File: config.mk
export PLATFORM = sky130hd
export DESIGN_NAME = pio_port_bank
export DESIGN_NICKNAME = d
export VERILOG_FILES = /design/src/pio_pkg.sv /design/src/pio_port_bank.sv /design/src/pin_sampler.sv
export VERILOG_INCLUDE_DIRS = /design/src
export SDC_FILE = /design/constraint.sdc
export NUM_CORES = 1
export LEC_CHECK = 0
export ABC_CLOCK_PERIOD_IN_PS = 2500
export BUFFER_PORTS_ARGS = -buffer_cell sky130_fd_sc_hd__buf_4
export CORE_AREA = 2 2 646 648
export CTS_CLUSTER_SIZE = 30
export DETAILED_ROUTE_END_ITERATION = 8
export DIE_AREA = 0 0 648 650
export MAX_ROUTING_LAYER = met4
export SYNTH_ARGS = -nofsm -noshare
export SYNTH_HDL_FRONTEND = slang
export SYNTH_SLANG_ARGS = --single-unit
File: constraint.sdc
create_clock -name clk -period 2.5 [get_ports clk]
set_input_delay 0.375 -clock clk [delete_from_list [all_inputs] [get_ports clk]]
set_output_delay 0.375 -clock clk [all_outputs]
set_load 0.02 [all_outputs]
File: src/pio_consts.svh
// Purpose: Constants for the parallel I/O port bank
// Assumes: 20 MHz clock, state time of two clocks
// Notes: Offsets are unit codes on the access port, not bus addresses
`ifndef PIO_CONSTS_SVH
`define PIO_CONSTS_SVH

// ==========================================================
// Port units
`define PIO_UNITS 11
`define PIO_UNIT_W 4
`define UNIT_PORT_ZERO_LOW_BYTE 4'h0
`define UNIT_PORT_ZERO_HIGH_BYTE 4'h1
`define UNIT_PORT_ONE_LOW_BYTE 4'h2
`define UNIT_PORT_ONE_HIGH_BYTE 4'h3
`define UNIT_PORT2 4'h4
`define UNIT_PORT3 4'h5
`define UNIT_PORT4 4'h6
`define UNIT_PORT5 4'h7
`define UNIT_PORT6 4'h8
`define UNIT_PORT7 4'h9
`define UNIT_PORT8 4'hA

// ==========================================================
// Line masks
`define MASK_BYTE 16'h00FF
`define MASK_WORD 16'hFFFF
`define MASK_PORT3 16'hBFFF
`define MASK_NONE 16'h0000

// ==========================================================
// Reset values
`define RST_OUT_LATCH 16'h0000
`define RST_DIR 16'h0000
`define RST_OPEN_DRAIN 16'h0000

// ==========================================================
// Timing
`define CLK_PERIOD_NS 50
`define STATE_TIME_NS 100
`define STATE_TIME_CLKS \
    ((`STATE_TIME_NS + `CLK_PERIOD_NS - 1) / `CLK_PERIOD_NS)
`define STATE_CNT_W 2

`endif

File: src/pio_pkg.sv
// Purpose: Types for the parallel I/O port bank
// Assumes: Constants come from pio_consts.svh
// Notes: Access operations and register kinds
package pio_pkg;

    // Access operation
    typedef enum logic [1:0]
    {
        OP_READ = 2'h0,
        OP_WRITE = 2'h1,
        OP_RMW = 2'h3
    } acc_op_type;

    // Register selected within a unit
    typedef enum logic [1:0]
    {
        KIND_DATA = 2'h0,
        KIND_DIR = 2'h1,
        KIND_OD = 2'h3
    } acc_kind_type;

endpackage

File: src/pio_port_bank.sv
// Purpose: Nine-port parallel I/O bank with alternate function hand-off
// Assumes: Software access port on the same clock; pads asynchronous
// Notes: Access takes one cycle; done and read data come one edge later
// How it works
// - Every pin level is latched each state time, input or output.
// - Write to input pin stores latch only; read returns sampled pin.
// - Input pin read-modify-write sources pin, result goes to latch.
// - Direction one drives pin from latch; read returns latch.
// - Output pin read-modify-write sources latch, writes latch back.
// - Ports 2,3,4,6,7,8 select push-pull or open-drain per bit.
// - Inputs default TTL; threshold control selects CMOS per byte.
// - One threshold bit per byte; 16-bit ports 2,3,5 use two.
// - Direction and drive mode ignore the selected input threshold.
// - Alternate output reaches pin only with output direction.
// - Driven level is latch AND alternate data, except PWM lines.
// - All direction bits reset to input.
// - Alternate input sees output latch when pin is an output.
// - Hardware switches direction while a bus function owns pins.
// - Port 3 has fifteen lines; bit 14 has no pin.
// - Port 5 is sixteen input-only lines without drivers.
// - Ports 0 and 1 are two separately addressed byte halves.
// - Each line carries exactly one alternate input or output.
`timescale 1ns/1ps
`include "pio_consts.svh"

module pio_port_bank
(
    input wire logic clk,
    input wire logic arst_n,
    // Pads, one 16-bit slot per unit
    input wire logic [15:0] pad_in [0:10],
    output logic [15:0] pad_out_r [0:10],
    output logic [15:0] pad_oe_r [0:10],
    // Per-byte CMOS threshold select to the pad ring
    output logic [1:0] cmos_sel_r [0:10],
    // Threshold controls
    input wire logic [7:0] input_threshold_select,
    input wire logic [5:0] ext_input_threshold_select,
    // Software access
    input wire logic acc_valid,
    input wire logic [3:0] acc_unit,
    input wire pio_pkg::acc_kind_type acc_kind,
    input wire pio_pkg::acc_op_type acc_op,
    input wire logic [15:0] acc_wdata,
    input wire logic [15:0] acc_and_mask,
    output logic [15:0] acc_rdata_r,
    output logic acc_done_r,
    // Alternate functions, one per line
    input wire logic [15:0] alt_out_en [0:10],
    input wire logic [15:0] alt_out_data [0:10],
    input wire logic [15:0] alt_pwm [0:10],
    input wire logic [15:0] alt_hw_dir_en [0:10],
    input wire logic [15:0] alt_hw_dir [0:10],
    output logic [15:0] alt_in_r [0:10]
);

    // ==========================================================
    // Unit properties
    // Lines present in a unit
    function automatic logic [15:0] impl_mask(input int u);
        logic [15:0] m;
        m = `MASK_BYTE;
        case (u)
            4: m = `MASK_WORD;
            5: m = `MASK_PORT3;
            7: m = `MASK_WORD;
            default: m = `MASK_BYTE;
        endcase
        return m;
    endfunction

    // Lines that own an output driver
    function automatic logic [15:0] drv_mask(input int u);
        logic [15:0] m;
        m = impl_mask(u);
        if (u == 7)
            m = `MASK_NONE;
        return m;
    endfunction

    // Lines with an open-drain option
    function automatic logic [15:0] od_mask(input int u);
        logic [15:0] m;
        m = `MASK_NONE;
        case (u)
            4, 5, 6, 8, 9, 10: m = impl_mask(u);
            default: m = `MASK_NONE;
        endcase
        return m;
    endfunction

    // ==========================================================
    // Shared state
    logic [`STATE_CNT_W-1:0] state_cnt_r;
    logic state_strobe_r;
    logic [15:0] in_latch [0:10];
    logic [15:0] out_latch_r [0:10];
    logic [15:0] dir_r [0:10];
    logic [15:0] od_r [0:10];
    logic [15:0] rd_val [0:10];
    logic [15:0] rd_sel;

    // ==========================================================
    // State-time strobe
    // Divides clk into state times of two clocks
    // A pin change reaches reads three to four clocks later
    always_ff @(posedge clk or negedge arst_n)
    begin
        if (!arst_n)
        begin
            state_cnt_r <= '0;
            state_strobe_r <= 1'b0;
        end
        else if (state_cnt_r == `STATE_CNT_W'(`STATE_TIME_CLKS - 1))
        begin
            state_cnt_r <= '0;
            state_strobe_r <= 1'b1;
        end
        else
        begin
            state_cnt_r <= state_cnt_r + `STATE_CNT_W'(1);
            state_strobe_r <= 1'b0;
        end
    end

    // ==========================================================
    // Units: byte halves of ports 0 and 1 are units of their own
    for (genvar u = 0; u < `PIO_UNITS; u++)
    begin : g_unit
        // Line masks of this unit
        localparam logic [15:0] IMPL = impl_mask(u);
        localparam logic [15:0] DRV = drv_mask(u);
        localparam logic [15:0] ODM = od_mask(u);
        // Per-unit working signals
        logic sel;
        logic [15:0] src;
        logic [15:0] new_val;
        logic [15:0] eff_dir;
        logic [15:0] level;

        // Synchroniser and input latch of this unit
        pin_sampler
        #(
            .IMPL_MASK(IMPL)
        )
        u_sampler
        (
            .clk(clk),
            .arst_n(arst_n),
            .state_strobe(state_strobe_r),
            .pad_in(pad_in[u]),
            .in_latch_r(in_latch[u])
        );

        // Writes and read-modify-writes address one unit
        assign sel = acc_valid && (acc_unit == `PIO_UNIT_W'(u))
            && (acc_op != pio_pkg::OP_READ);

        // Read and modify source: pin for inputs, latch for outputs
        always_comb
        begin
            src = (dir_r[u] & out_latch_r[u])
                | (~dir_r[u] & in_latch[u]);
            case (acc_kind)
                pio_pkg::KIND_DATA: rd_val[u] = src & IMPL;
                pio_pkg::KIND_DIR: rd_val[u] = dir_r[u];
                pio_pkg::KIND_OD: rd_val[u] = od_r[u];
                default: rd_val[u] = 16'h0000;
            endcase
            if (acc_op == pio_pkg::OP_RMW)
                new_val = (rd_val[u] & acc_and_mask)
                    | acc_wdata;
            else
                new_val = acc_wdata;
        end

        // Output latch, written whatever the direction
        // Lines without a driver keep a zero latch
        always_ff @(posedge clk or negedge arst_n)
        begin
            if (!arst_n)
                out_latch_r[u] <= `RST_OUT_LATCH;
            else if (sel && acc_kind == pio_pkg::KIND_DATA)
                out_latch_r[u] <= new_val & DRV;
        end

        // Direction bits, input after reset
        // Input-only lines never take an output direction
        always_ff @(posedge clk or negedge arst_n)
        begin
            if (!arst_n)
                dir_r[u] <= `RST_DIR;
            else if (sel && acc_kind == pio_pkg::KIND_DIR)
                dir_r[u] <= new_val & DRV;
        end

        // Open-drain select, only where the port supports it
        always_ff @(posedge clk or negedge arst_n)
        begin
            if (!arst_n)
                od_r[u] <= `RST_OPEN_DRAIN;
            else if (sel && acc_kind == pio_pkg::KIND_OD)
                od_r[u] <= new_val & ODM;
        end

        // Effective direction and driven level
        // Bus functions own the direction while enabled
        always_comb
        begin
            eff_dir = ((alt_hw_dir_en[u] & alt_hw_dir[u])
                | (~alt_hw_dir_en[u] & dir_r[u])) & DRV;
            level = (alt_out_en[u] & alt_pwm[u] & alt_out_data[u])
                | (alt_out_en[u] & ~alt_pwm[u] & alt_out_data[u]
                & out_latch_r[u])
                | (~alt_out_en[u] & out_latch_r[u]);
        end

        // Pad drive, independent of the threshold select
        // Open-drain lines only pull low; the pull-up gives high
        always_ff @(posedge clk or negedge arst_n)
        begin
            if (!arst_n)
            begin
                pad_out_r[u] <= 16'h0000;
                pad_oe_r[u] <= 16'h0000;
            end
            else
            begin
                pad_out_r[u] <= level & DRV;
                pad_oe_r[u] <= eff_dir
                    & (~od_r[u] | ~level);
            end
        end

        // Alternate input: latch loopback when the pin is an output
        // Lets software trigger an alternate input for test
        always_ff @(posedge clk or negedge arst_n)
        begin
            if (!arst_n)
                alt_in_r[u] <= 16'h0000;
            else
                alt_in_r[u] <= ((eff_dir & out_latch_r[u])
                    | (~eff_dir & in_latch[u])) & IMPL;
        end
    end

    // ==========================================================
    // Read data multiplexer; unmapped units read zero
    // One mux serves reads and write answers
    always_comb
    begin
        rd_sel = 16'h0000;
        for (int i = 0; i < `PIO_UNITS; i++)
        begin
            if (acc_unit == `PIO_UNIT_W'(i))
                rd_sel = rd_val[i];
        end
    end

    // Access answer, one cycle after the request
    // A write returns the value read before it
    always_ff @(posedge clk or negedge arst_n)
    begin
        if (!arst_n)
        begin
            acc_done_r <= 1'b0;
            acc_rdata_r <= 16'h0000;
        end
        else
        begin
            acc_done_r <= acc_valid;
            if (acc_valid)
                acc_rdata_r <= rd_sel;
        end
    end

    // ==========================================================
    // Threshold select per byte, low byte in bit 0
    // Byte units leave the upper select bit at TTL
    always_ff @(posedge clk or negedge arst_n)
    begin
        if (!arst_n)
        begin
            for (int i = 0; i < `PIO_UNITS; i++)
                cmos_sel_r[i] <= 2'h0;
        end
        else
        begin
            cmos_sel_r[0] <= {1'b0, ext_input_threshold_select[0]};
            cmos_sel_r[1] <= {1'b0, ext_input_threshold_select[1]};
            cmos_sel_r[2] <= {1'b0, ext_input_threshold_select[2]};
            cmos_sel_r[3] <= {1'b0, ext_input_threshold_select[3]};
            cmos_sel_r[4] <= input_threshold_select[1:0];
            cmos_sel_r[5] <= input_threshold_select[3:2];
            cmos_sel_r[6] <= {1'b0, input_threshold_select[4]};
            cmos_sel_r[7] <= ext_input_threshold_select[5:4];
            cmos_sel_r[8] <= {1'b0, input_threshold_select[5]};
            cmos_sel_r[9] <= {1'b0, input_threshold_select[6]};
            cmos_sel_r[10] <= {1'b0, input_threshold_select[7]};
        end
    end

endmodule // pio_port_bank

File: src/pin_sampler.sv
// Purpose: Synchronise pad levels and latch them once per state time
// Assumes: Pads are asynchronous to clk
// Notes: First stage is read only by the second stage
`timescale 1ns/1ps
`include "pio_consts.svh"

module pin_sampler
#(
    parameter logic [15:0] IMPL_MASK = 16'hFFFF
)
(
    input wire logic clk,
    input wire logic arst_n,
    input wire logic state_strobe,
    input wire logic [15:0] pad_in,
    output logic [15:0] in_latch_r
);

    logic [15:0] sync1_r;
    logic [15:0] sync2_r;

    // ==========================================================
    // Two-stage synchroniser
    always_ff @(posedge clk or negedge arst_n)
    begin
        if (!arst_n)
        begin
            sync1_r <= 16'h0000;
            sync2_r <= 16'h0000;
        end
        else
        begin
            sync1_r <= pad_in;
            sync2_r <= sync1_r;
        end
    end

    // ==========================================================
    // Input latch, taken each state time regardless of direction
    always_ff @(posedge clk or negedge arst_n)
    begin
        if (!arst_n)
            in_latch_r <= 16'h0000;
        else if (state_strobe)
            in_latch_r <= sync2_r & IMPL_MASK;
    end

endmodule // pin_sampler

# [Word-level counts from Yosys, hierarchy flattened]
# Index checks and enable logic that the tools add are counted.
[word_totals] register_bits=956 wordCells=467 out_inout_bits=567
[classes] n_mux=34 n_addsub=1 reduce_logical=49 n_eq_ne=14 bitwise_logic=264
[ops] op="bitwise AND 16 bit" count=44
[ops] op="bitwise AND 8 bit" count=80
[ops] op="NOT 16 bit" count=26
[ops] op="OR 16 bit" count=26
[ops] op="OR 8 bit" count=40
[ops] op="NOT 8 bit" count=32
[ops] op="2-to-1 mux 16 bit" count=10
[ops] op="bitwise AND 16 x 8 -> 16 bit" count=8
[ops] op="2-to-1 mux 8 bit" count=12
[ops] op="case mux 16 bit (3 select lines)" count=2
[ops] op="case mux 8 bit (3 select lines)" count=4
[ops] op="bitwise AND 8 x 16 -> 16 bit" count=4
[ops] op="NOT 8 -> 16 bit" count=4
[ops] op="case mux 8 bit (2 select lines)" count=4
[ops] op="logical AND 1 bit" count=46
[ops] op="equality test 4 x 3 -> 1 bit (second input constant)" count=4
[ops] op="equality test 4 bit (second input constant)" count=3
[ops] op="equality test 4 x 2 -> 1 bit (second input constant)" count=2
[ops] op="equality test 2 x 1 -> 1 bit (second input constant)" count=2
[ops] op="equality test 2 bit (second input constant)" count=2
[ops] op="equality test 4 x 1 -> 1 bit (second input constant)" count=1
[ops] op="zero test 4 bit" count=1
[ops] op="adder 2 x 1 -> 2 bit (second input constant)" count=1
[ops] op="zero test 2 bit" count=1
[ops] op="other kinds (3)" count=3

# [Longest topological paths before layout]
# Gate-level depths: netlist of run 1.
[depth] word_depth=15 depth_mapped=10 depth_no_buf=6

# [Hierarchy]
# Synthesis of run 1 repeated with hierarchy kept, for this count alone.
[hier_totals] cells_unflattened=3265 area_unflattened_um2=38293.0
[by_module_without_submodules] mod="pio_port_bank" n_inst=1 area_per_inst_um2=27651.5 seq_area_each_um2=14714.1 cells_per_inst=2733
[by_module_without_submodules] mod="pin_sampler (g_unit[0].u_sampler ...)" n_inst=8 area_per_inst_um2=795.8 seq_area_each_um2=600.6 cells_per_inst=42
[by_module_without_submodules] mod="pin_sampler (g_unit[4].u_sampler ...)" n_inst=2 area_per_inst_um2=1450.1 seq_area_each_um2=1201.2 cells_per_inst=66
[by_module_without_submodules] mod="pin_sampler (g_unit[5].u_sampler)" n_inst=1 area_per_inst_um2=1375.1 seq_area_each_um2=1126.1 cells_per_inst=64

# [Worst setup path after synthesis of run 1]
# No wires, ideal clock.
[synth_timing] kind="input to register" start="input acc_kind[1]" end="register acc_rdata_r[5]" path_buffers=4 path_stages=10 path_slack_ns=0.444 t_arrival_ns=1.918 cell_sequence="buf_2 -> buf_6 -> buf_6 -> buf_2 -> mux2i_1 -> nor2_1 -> o21ai_0 -> o2111ai_1 -> a221oi_1 -> o41ai_2"
[synth_via] elab_chain_cells=13 word_cells_on_any_way=25 cone_classes="eq/ne (2); mux (22); reduce/logical (1)"
[synth_rtl] item="from (decl)" line_no="pio_port_bank.sv:42" rtl="input wire pio_pkg::acc_kind_type acc_kind,"
[synth_rtl] item="equality test 2 x 1 -> 1 bit / zero test 2 bit (equally long branches)" line_no="pio_port_bank.sv:164" rtl="case (acc_kind)"
[synth_rtl] item="case mux 8 bit (2 select lines)" line_no="pio_port_bank.sv:164"
[synth_rtl] item="2-to-1 mux 8 bit (4 in a row)" line_no="pio_port_bank.sv:255" rtl="if (acc_unit == `PIO_UNIT_W'(i))"
[synth_rtl] item="2-to-1 mux 16 bit (6 in a row)" line_no="pio_port_bank.sv:255"
[synth_rtl] item="2-to-1 mux 16 bit *" line_no="pio_port_bank.sv:255"
[synth_rtl] item="to (signal assigned)" line_no="pio_port_bank.sv:273" rtl="acc_rdata_r <= rd_sel;"
[synth_rtl] item="to (decl)" line_no="pio_port_bank.sv:46" rtl="output logic [15:0] acc_rdata_r,"
# Mark *: on every way between the ends. The rest lies on a longest branch, timed or not.
# A chain may end at the register's enable or synchronous reset.

# [Worst setup path after layout of run 1]
[layout_timing] start="register g_unit[1].u_sampler.in_latch_r[2]" end="register acc_rdata_r[2]"
[layout_via] elab_chain_cells=13
[layout_rtl] item="from (decl)" line_no="pin_sampler.sv:16" rtl="output logic [15:0] in_latch_r"
[layout_rtl] item="from (signal assigned)" line_no="pin_sampler.sv:45" rtl="in_latch_r <= sync2_r & IMPL_MASK;"
[layout_rtl] item="bitwise AND 8 bit" line_no="pio_port_bank.sv:163" rtl="| (~dir_r[u] & in_latch[u]);"
[layout_rtl] item="OR 8 bit" line_no="pio_port_bank.sv:163"
[layout_rtl] item="case mux 8 bit (2 select lines)" line_no="pio_port_bank.sv:164"
[layout_rtl] item="2-to-1 mux 8 bit (3 in a row)" line_no="pio_port_bank.sv:255"
[layout_rtl] item="2-to-1 mux 16 bit (7 in a row)" line_no="pio_port_bank.sv:255"
# No other way between the ends.

==> summary.md, run 1 <==
| Metric | Value |
|---|---|
| Initial core utilization | `0.0894` |
| First-pass GRT wire length | `343000 µm` |
| Area post-placement | `0.0527 mm²` |
| DIE WIDTH | `648 µm` |
| Worst setup SP type | `register` |
| Total setup buffers inserted after CTS | `0` |
| PortBufs | `974` |
| RSZ-0062 raised after global routing | `no` |
| Synth Area per Inst | `11.8 µm²` |
| Num CTS Buffers | `111` |
| Max cap viols | `0` |
| Min Tclk post-route | `2.45 ns` |
| Max FO, Critical Path | `3` |
| Detailed Route WL | `276000 µm` |
| Finished Cell Area | `0.0622 mm²` |
| Clock slew at reported path FFs | `0.07 ns` |
| Endpoints failing setup | `0` |
| Gr usage total | `0.131` |
| Vias in the first global route | `32200` |
| Clock net sink count | `921` |
| Die area | `0.421 mm²` |
| Setup TNS | `0 ns` |
| First-pass DRT Iterations | `6` |
| Data arrival, critical path | `3.25 ns` |
| Yosys reg bits | `921` |
| EDFF count, synth | `0` |
| # IOs | `1680` |
| CTS root buf | `clkbuf_16` |
| Fmax | `0.409 GHz` |
| Antenna-violating nets left | `0` |
| HPWL after detailed placement | `236000 µm` |
| Sw Share | `0.323` |
| WP data required | `3.30 ns` |
| Leak | `27.4 nW` |
| Worst setup EP type | `register` |
| Ys Warns | `0` |
| WS Path Type | `reg -> reg` |
| Largest net degree at the start of global routing | `90` |
| Die Ht | `650 µm` |
| Worst-Margin Slew | `0.883 ns` |
| Gr ovfl total | `0` |
| Period utilization | `0.979` |
| Core area | `0.415 mm²` |
| Vias per cell | `3.04` |
| Max-Slew Margin vs Limit | `0.409` |
| Sw power | `0.0150 W` |
| Num rows | `237` |
| Routed wire per std cell | `26.1 µm` |
| Max-slew violation count | `0` |
| Final Util | `0.150` |
| Fin nets | `6028` |
| Area grow syn2layout | `67.8%` |
| Sequential power share | `0.387` |
| Synth async-reset ratio | `1.00` |
| Mapped Cells | `3149` |
| Internal | `0.0314 W` |
| Most frequent cells in the layout | `buf_4 (1160), dfrtp_1 (920), a21oi_1 (542), dlygate4sd3_1 (541), nor2_1 (393)` |
| Clk_skew | `0.119 ns` |
| Clk pwr share | `0.386` |
| Prevailing post-synth register cell | `dfrtp_1` |
| Filler instances | `46300` |
| 1st-iter DRT viols | `2250` |
| Synth cell types | `58` |
| Clock Latency Late Sink | `0.88 ns` |
| Placer Congestion | `0.883` |
| Antenna violations before repair | `194` |
| Peak supply drop | `612 µV` |
| Hold Path Origin | `alt_out_data[98]` |
| Clock Tree Buf Depth | `4` |
| Final hold vios | `0` |
| Setup slack at placement | `-0.595 ns` |
| Combinational group share of total power | `0.227` |
| Share of cells above drive strength 1 | `0.342` |
| Fin worst setup slack | `0.0525 ns` |
| Cell area power density | `745 mW/mm²` |
| Commonest non-fill, non-tap cell in the layout | `buf_4` |
| Sequential-to-total area share from yosys stat | `0.621` |
| Hold slack | `0.0683 ns` |
| Status | `completed` |
| Cell Area, Synth | `0.0371 mm²` |
| CTS tree | `built` |
| Via count | `32200` |
| Worst R2R Start | `g_unit[1].u_sampler.in_latch_r[2]` |
| Remaining DRCs | `0` |
| CP startpoint | `g_unit[1].u_sampler.in_latch_r[2]` |
| H-tree depth | `3` |
| HP Class | `in -> reg` |
registers in the layout, indices dropped and copies added (netlist names), 2 cells and up:
name                         cells
g_unit.u_sampler.sync1_r       111
alt_in_r                       111
g_unit.u_sampler.sync2_r       111
g_unit.u_sampler.in_latch_r    111
od_r                            63
state_cnt_r                      2
pad_oe_r                        95
out_latch_r                     95
acc_rdata_r                     16
pad_out_r                       95
cmos_sel_r                      14
dir_r                           95
final timing paths:
| path | slack, ns | to | depth (start not counted) |
|---|---|---|---|
| worst max-delay path | 0.05 | acc_rdata_r[2] | 7 |
| worst min-delay path | 0.07 | pad_out_r[98] | 4 |
| min in group asynchronous | 0.16 | pad_out_r[103] | 2 |
| max in group asynchronous | 1.38 | od_r[18] | 4 |
| worst max register to register | 0.05 | acc_rdata_r[2] | 7 |
| worst min register to register | 0.24 | g_unit[10].u_sampler.sync2_r[2] | 0 |
logic make-up (layout without fill, tap and decap cells):
| group | count (synthesis) | in the layout | synth area share |
|---|---|---|---|
| DFF | 921 | 921 | 0.621 |
| and+or+nand+nor | 553 | 553 | 0.0619 |
| other | 1 | 323 | 0.000101 |
| AOI/OAI and AO/OA | 830 | 830 | 0.128 |
| buffers and inverters | 455 | 2076 | 0.0739 |
| muxes | 389 | 389 | 0.115 |
critical path: stages, from the launching register on:
cell	delay, ns
dfrtp_1	0.57
or3b_1	0.47
a21oi_1	0.21
o211ai_1	0.41
a211oi_1	0.37
buf_4	0.15
o22ai_1	0.07
a21oi_1	0.14
power groups by stage:
| stage | Clock (W) | Combinational, W | Sequential [W] |
|---|---|---|---|
| 4_1_cts | 0.0184 | 0.0109 | 0.0179 |
| 5_1_grt | 0.0189 | 0.0113 | 0.0181 |
| 3_3_place_gp | 0 | 0.00958 | 0.0182 |
| 2_1_floorplan | 0 | 0.00297 | 0.0185 |
| 3_5_place_dp | 0 | 0.00963 | 0.0182 |
| 6_report | 0.0179 | 0.0105 | 0.0179 |
synthesized netlist by cell type, types with 6 or more instances:
cell type | instances | area (µm²)
buf_6 | 9 | 101
mux2i_1 | 125 | 1250
nor2b_1 | 9 | 56.3
o21ai_0 | 71 | 355
buf_4 | 238 | 1790
nand2_1 | 93 | 349
a31oi_1 | 18 | 113
and3_1 | 8 | 50.1
nor2_1 | 398 | 1490
a21oi_1 | 542 | 2710
a221o_1 | 15 | 150
mux2_2 | 259 | 2920
inv_1 | 99 | 372
a221oi_1 | 8 | 70.1
o21ai_1 | 19 | 95.1
dfrtp_1 | 921 | 23000
buf_2 | 57 | 285
nand2b_1 | 6 | 37.5
o22ai_1 | 23 | 144
a22oi_1 | 57 | 428
clkbuf_1 | 47 | 176
o22a_1 | 41 | 359
and2_1 | 9 | 56.3
or3b_2 | 6 | 52.6
routing by layer:
| layer | routed length, µm | global-route usage |
|---|---|---|
| met5 | 0 | - |
| met2 | 137000 | 0.222 |
| met4 | 14500 | 0.0599 |
| met1 | 99500 | 0.135 |
| met3 | 25400 | 0.0459 |
layout make-up:
class	instances	area, µm²	share of cell area
repair buffers	1771	15500	0.249
clock buffers	142	3070	0.0492
clock inverters	60	881	0.0142
diodes	88	220	0.00354
flip-flops and latches	921	23100	0.370
inverters	103	389	0.00625
well taps	5497	6880	0.110
multi-input cells	2007	12300	0.197
stage by stage:
| stage | power (W) | cells |
|---|---|---|
| final | 0.0464 | 10600 |
| after global routing | 0.0484 | 10600 |
| after CTS | 0.0472 | 10500 |
| after detailed placement | 0.0278 | 9758 |
| after global placement | 0.0277 | 9758 |
| after floorplan | 0.0215 | 3383 |
what timing repair did:
action / CTS / global route
hold buffers: 541 / 0
endpoints found under the setup margin: 1 / 1
resized for setup: 2 / 1
endpoints found under the hold margin: 798 / 0
pin swaps: 1 / 0
(Power assumes the default switching activity.)
==> run 2: changes to the inputs <==
MAX_ROUTING_LAYER = unset   (was met4)
==> summary.md, run 2 (synthesis results as in run 1) <==
| Metric | Value |
|---|---|
| H-tree depth | `3` |
| Area grow syn2layout | `67.6%` |
| Vias per cell | `3.07` |
| Final hold vios | `0` |
| Placer Congestion | `0.869` |
| CTS tree | `built` |
| Fmax | `0.388 GHz` |
| Die Ht | `650 µm` |
| Worst-Margin Slew | `0.900 ns` |
| Core area | `0.415 mm²` |
| Worst setup SP type | `register` |
| Num rows | `237` |
| Clock Latency Late Sink | `0.88 ns` |
| 1st-iter DRT viols | `2345` |
| Status | `finished, violations left` |
| Remaining DRCs | `0` |
| PortBufs | `974` |
| Antenna violations before repair | `194` |
| Detailed Route WL | `276000 µm` |
| Max-slew violation count | `0` |
| Clock Tree Buf Depth | `4` |
| Final Instance Count excl. Fillers | `10600` |
| HPWL after detailed placement | `236000 µm` |
| HP Class | `in -> reg` |
| First-pass DRT Iterations | `5` |
| Filler instances | `46300` |
| Setup TNS | `-0.0787 ns` |
| Cell area power density | `747 mW/mm²` |
| DIE WIDTH | `648 µm` |
| Clk_skew | `0.116 ns` |
| Gr ovfl total | `0` |
| Clock net sink count | `921` |
| Vias in the first global route | `32200` |
| RSZ-0062 raised after global routing | `no` |
| Setup slack at placement | `-0.595 ns` |
| Routed wire per std cell | `26.2 µm` |
| Dpl cells | `9758` |
| Max FO, Critical Path | `4` |
| Initial core utilization | `0.0894` |
| Via count | `32400` |
| Peak supply drop | `618 µV` |
| Leak | `27.4 nW` |
| Clock slew at reported path FFs | `0.07 ns` |
| Max-Slew Margin vs Limit | `0.397` |
| Largest net degree at the start of global routing | `90` |
| Share of cells above drive strength 1 | `0.342` |
| Min Tclk post-route | `2.58 ns` |
| Num CTS Buffers | `111` |
| Fin nets | `6028` |
| Fin worst setup slack | `-0.0787 ns` |
| Max cap viols | `0` |
| Die area | `0.421 mm²` |
| # IOs | `1680` |
| Total setup buffers inserted after CTS | `0` |
| Period utilization | `1.03` |
| WP data required | `3.26 ns` |
| Sequential Area | `0.0231 mm²` |
| Footprint of the multi-input gates | `0.0123 mm²` |
| Failing checks | `negative setup slack` |
| CTS root buf | `clkbuf_16` |
| Data arrival, critical path | `3.34 ns` |
| Commonest non-fill, non-tap cell in the layout | `buf_4` |
| Gr usage total | `0.127` |
| Most frequent cells in the layout | `buf_4 (1160), dfrtp_1 (920), a21oi_1 (542), dlygate4sd3_1 (541), nor2_1 (393)` |
| WS Path Type | `reg -> reg` |
| Antenna-violating nets left | `0` |
| Worst setup EP type | `register` |
| First-pass GRT wire length | `343000 µm` |
| Endpoints failing setup | `1` |
==> run 2: cell count changes in the layout (fill, tap and decap cells not counted), sizes merged <==
| cell | change |
|---|---|
| diode | -31 |
==> run 2: path summary, 6_finish.rpt <==
kind,startpoint,end,slack (ns),depth (start not counted)
min in group asynchronous,arst_n,g_unit[2].u_sampler.in_latch_r[0],0.16,2
max in group asynchronous,arst_n,g_unit[9].u_sampler.sync1_r[3],1.37,4
worst max register to register,out_latch_r[146],acc_rdata_r[2],-0.08,7
worst min-delay path,alt_hw_dir[17],pad_oe_r[17],0.07,3
worst min register to register,g_unit[10].u_sampler.sync1_r[2],g_unit[10].u_sampler.sync2_r[2],0.24,0
worst max-delay path,out_latch_r[146],acc_rdata_r[2],-0.08,7
==> run 2: repair_timing <==
| item | 4_1_cts | 5_1_grt |
|---|---|---|
| pin swaps | 1 | 0 |
| hold buffers | 541 | 0 |
| hold endpoints to repair | 798 | 0 |
| endpoints found under the setup margin | 1 | 1 |
| gates resized for setup | 2 | 1 |
==> run 2: metal layers <==
| metal | global-route usage | wire length, µm | up-vias |
|---|---|---|---|
| li1 | - | - | 14100 |
| met3 | 0.0450 | 25000 | 547 |
| met1 | 0.135 | 99000 | 16000 |
| met5 | 0 | 506 | - |
| met4 | 0.0596 | 15400 | 80 |
| met2 | 0.222 | 136000 | 1718 |
==> run 2: critical path, cell delays in order, from the launching register on <==
cell and delay (ns):
dfrtp_1 0.60, o21ai_1 0.39, a21oi_1 0.15, o211ai_1 0.75, a211oi_1 0.19, buf_4 0.19, o22ai_1 0.13, a21oi_1 0.08
==> run 2: report_power, final <==
part,leakage (nW),internal [W],switching (W),total [W]
sequential,11.3,0.0165,0.00140,0.0179
combinational,14.1,0.00429,0.00626,0.0106
clock,1.91,0.0106,0.00735,0.0179
total,27.4,0.0314,0.0150,0.0464
==> run 2: area by class of cell <==
type                       count  area share
clock buffer                 142      0.0493
multi-input combinational   2007       0.197
antenna                       57     0.00229
clock inverter                60      0.0142
sequential                   921       0.371
timing repair buffer        1771       0.249
inverter                     103     0.00626
tap                         5497       0.111
==> run 2: metrics by stage <==
stage / instance area (µm²) / power (W) / hold WS, ns / utilization
3_3_place_gp: 52700 / 0.0277 / 0.332 / 0.127
5_1_grt: 62100 / 0.0484 / 0.0168 / 0.150
6_report: 62200 / 0.0464 / 0.0687 / 0.150
3_5_place_dp: 52700 / 0.0278 / 0.335 / 0.127
2_1_floorplan: 38000 / 0.0215 / 0.0794 / -
4_1_cts: 62000 / 0.0472 / 0.00588 / 0.149
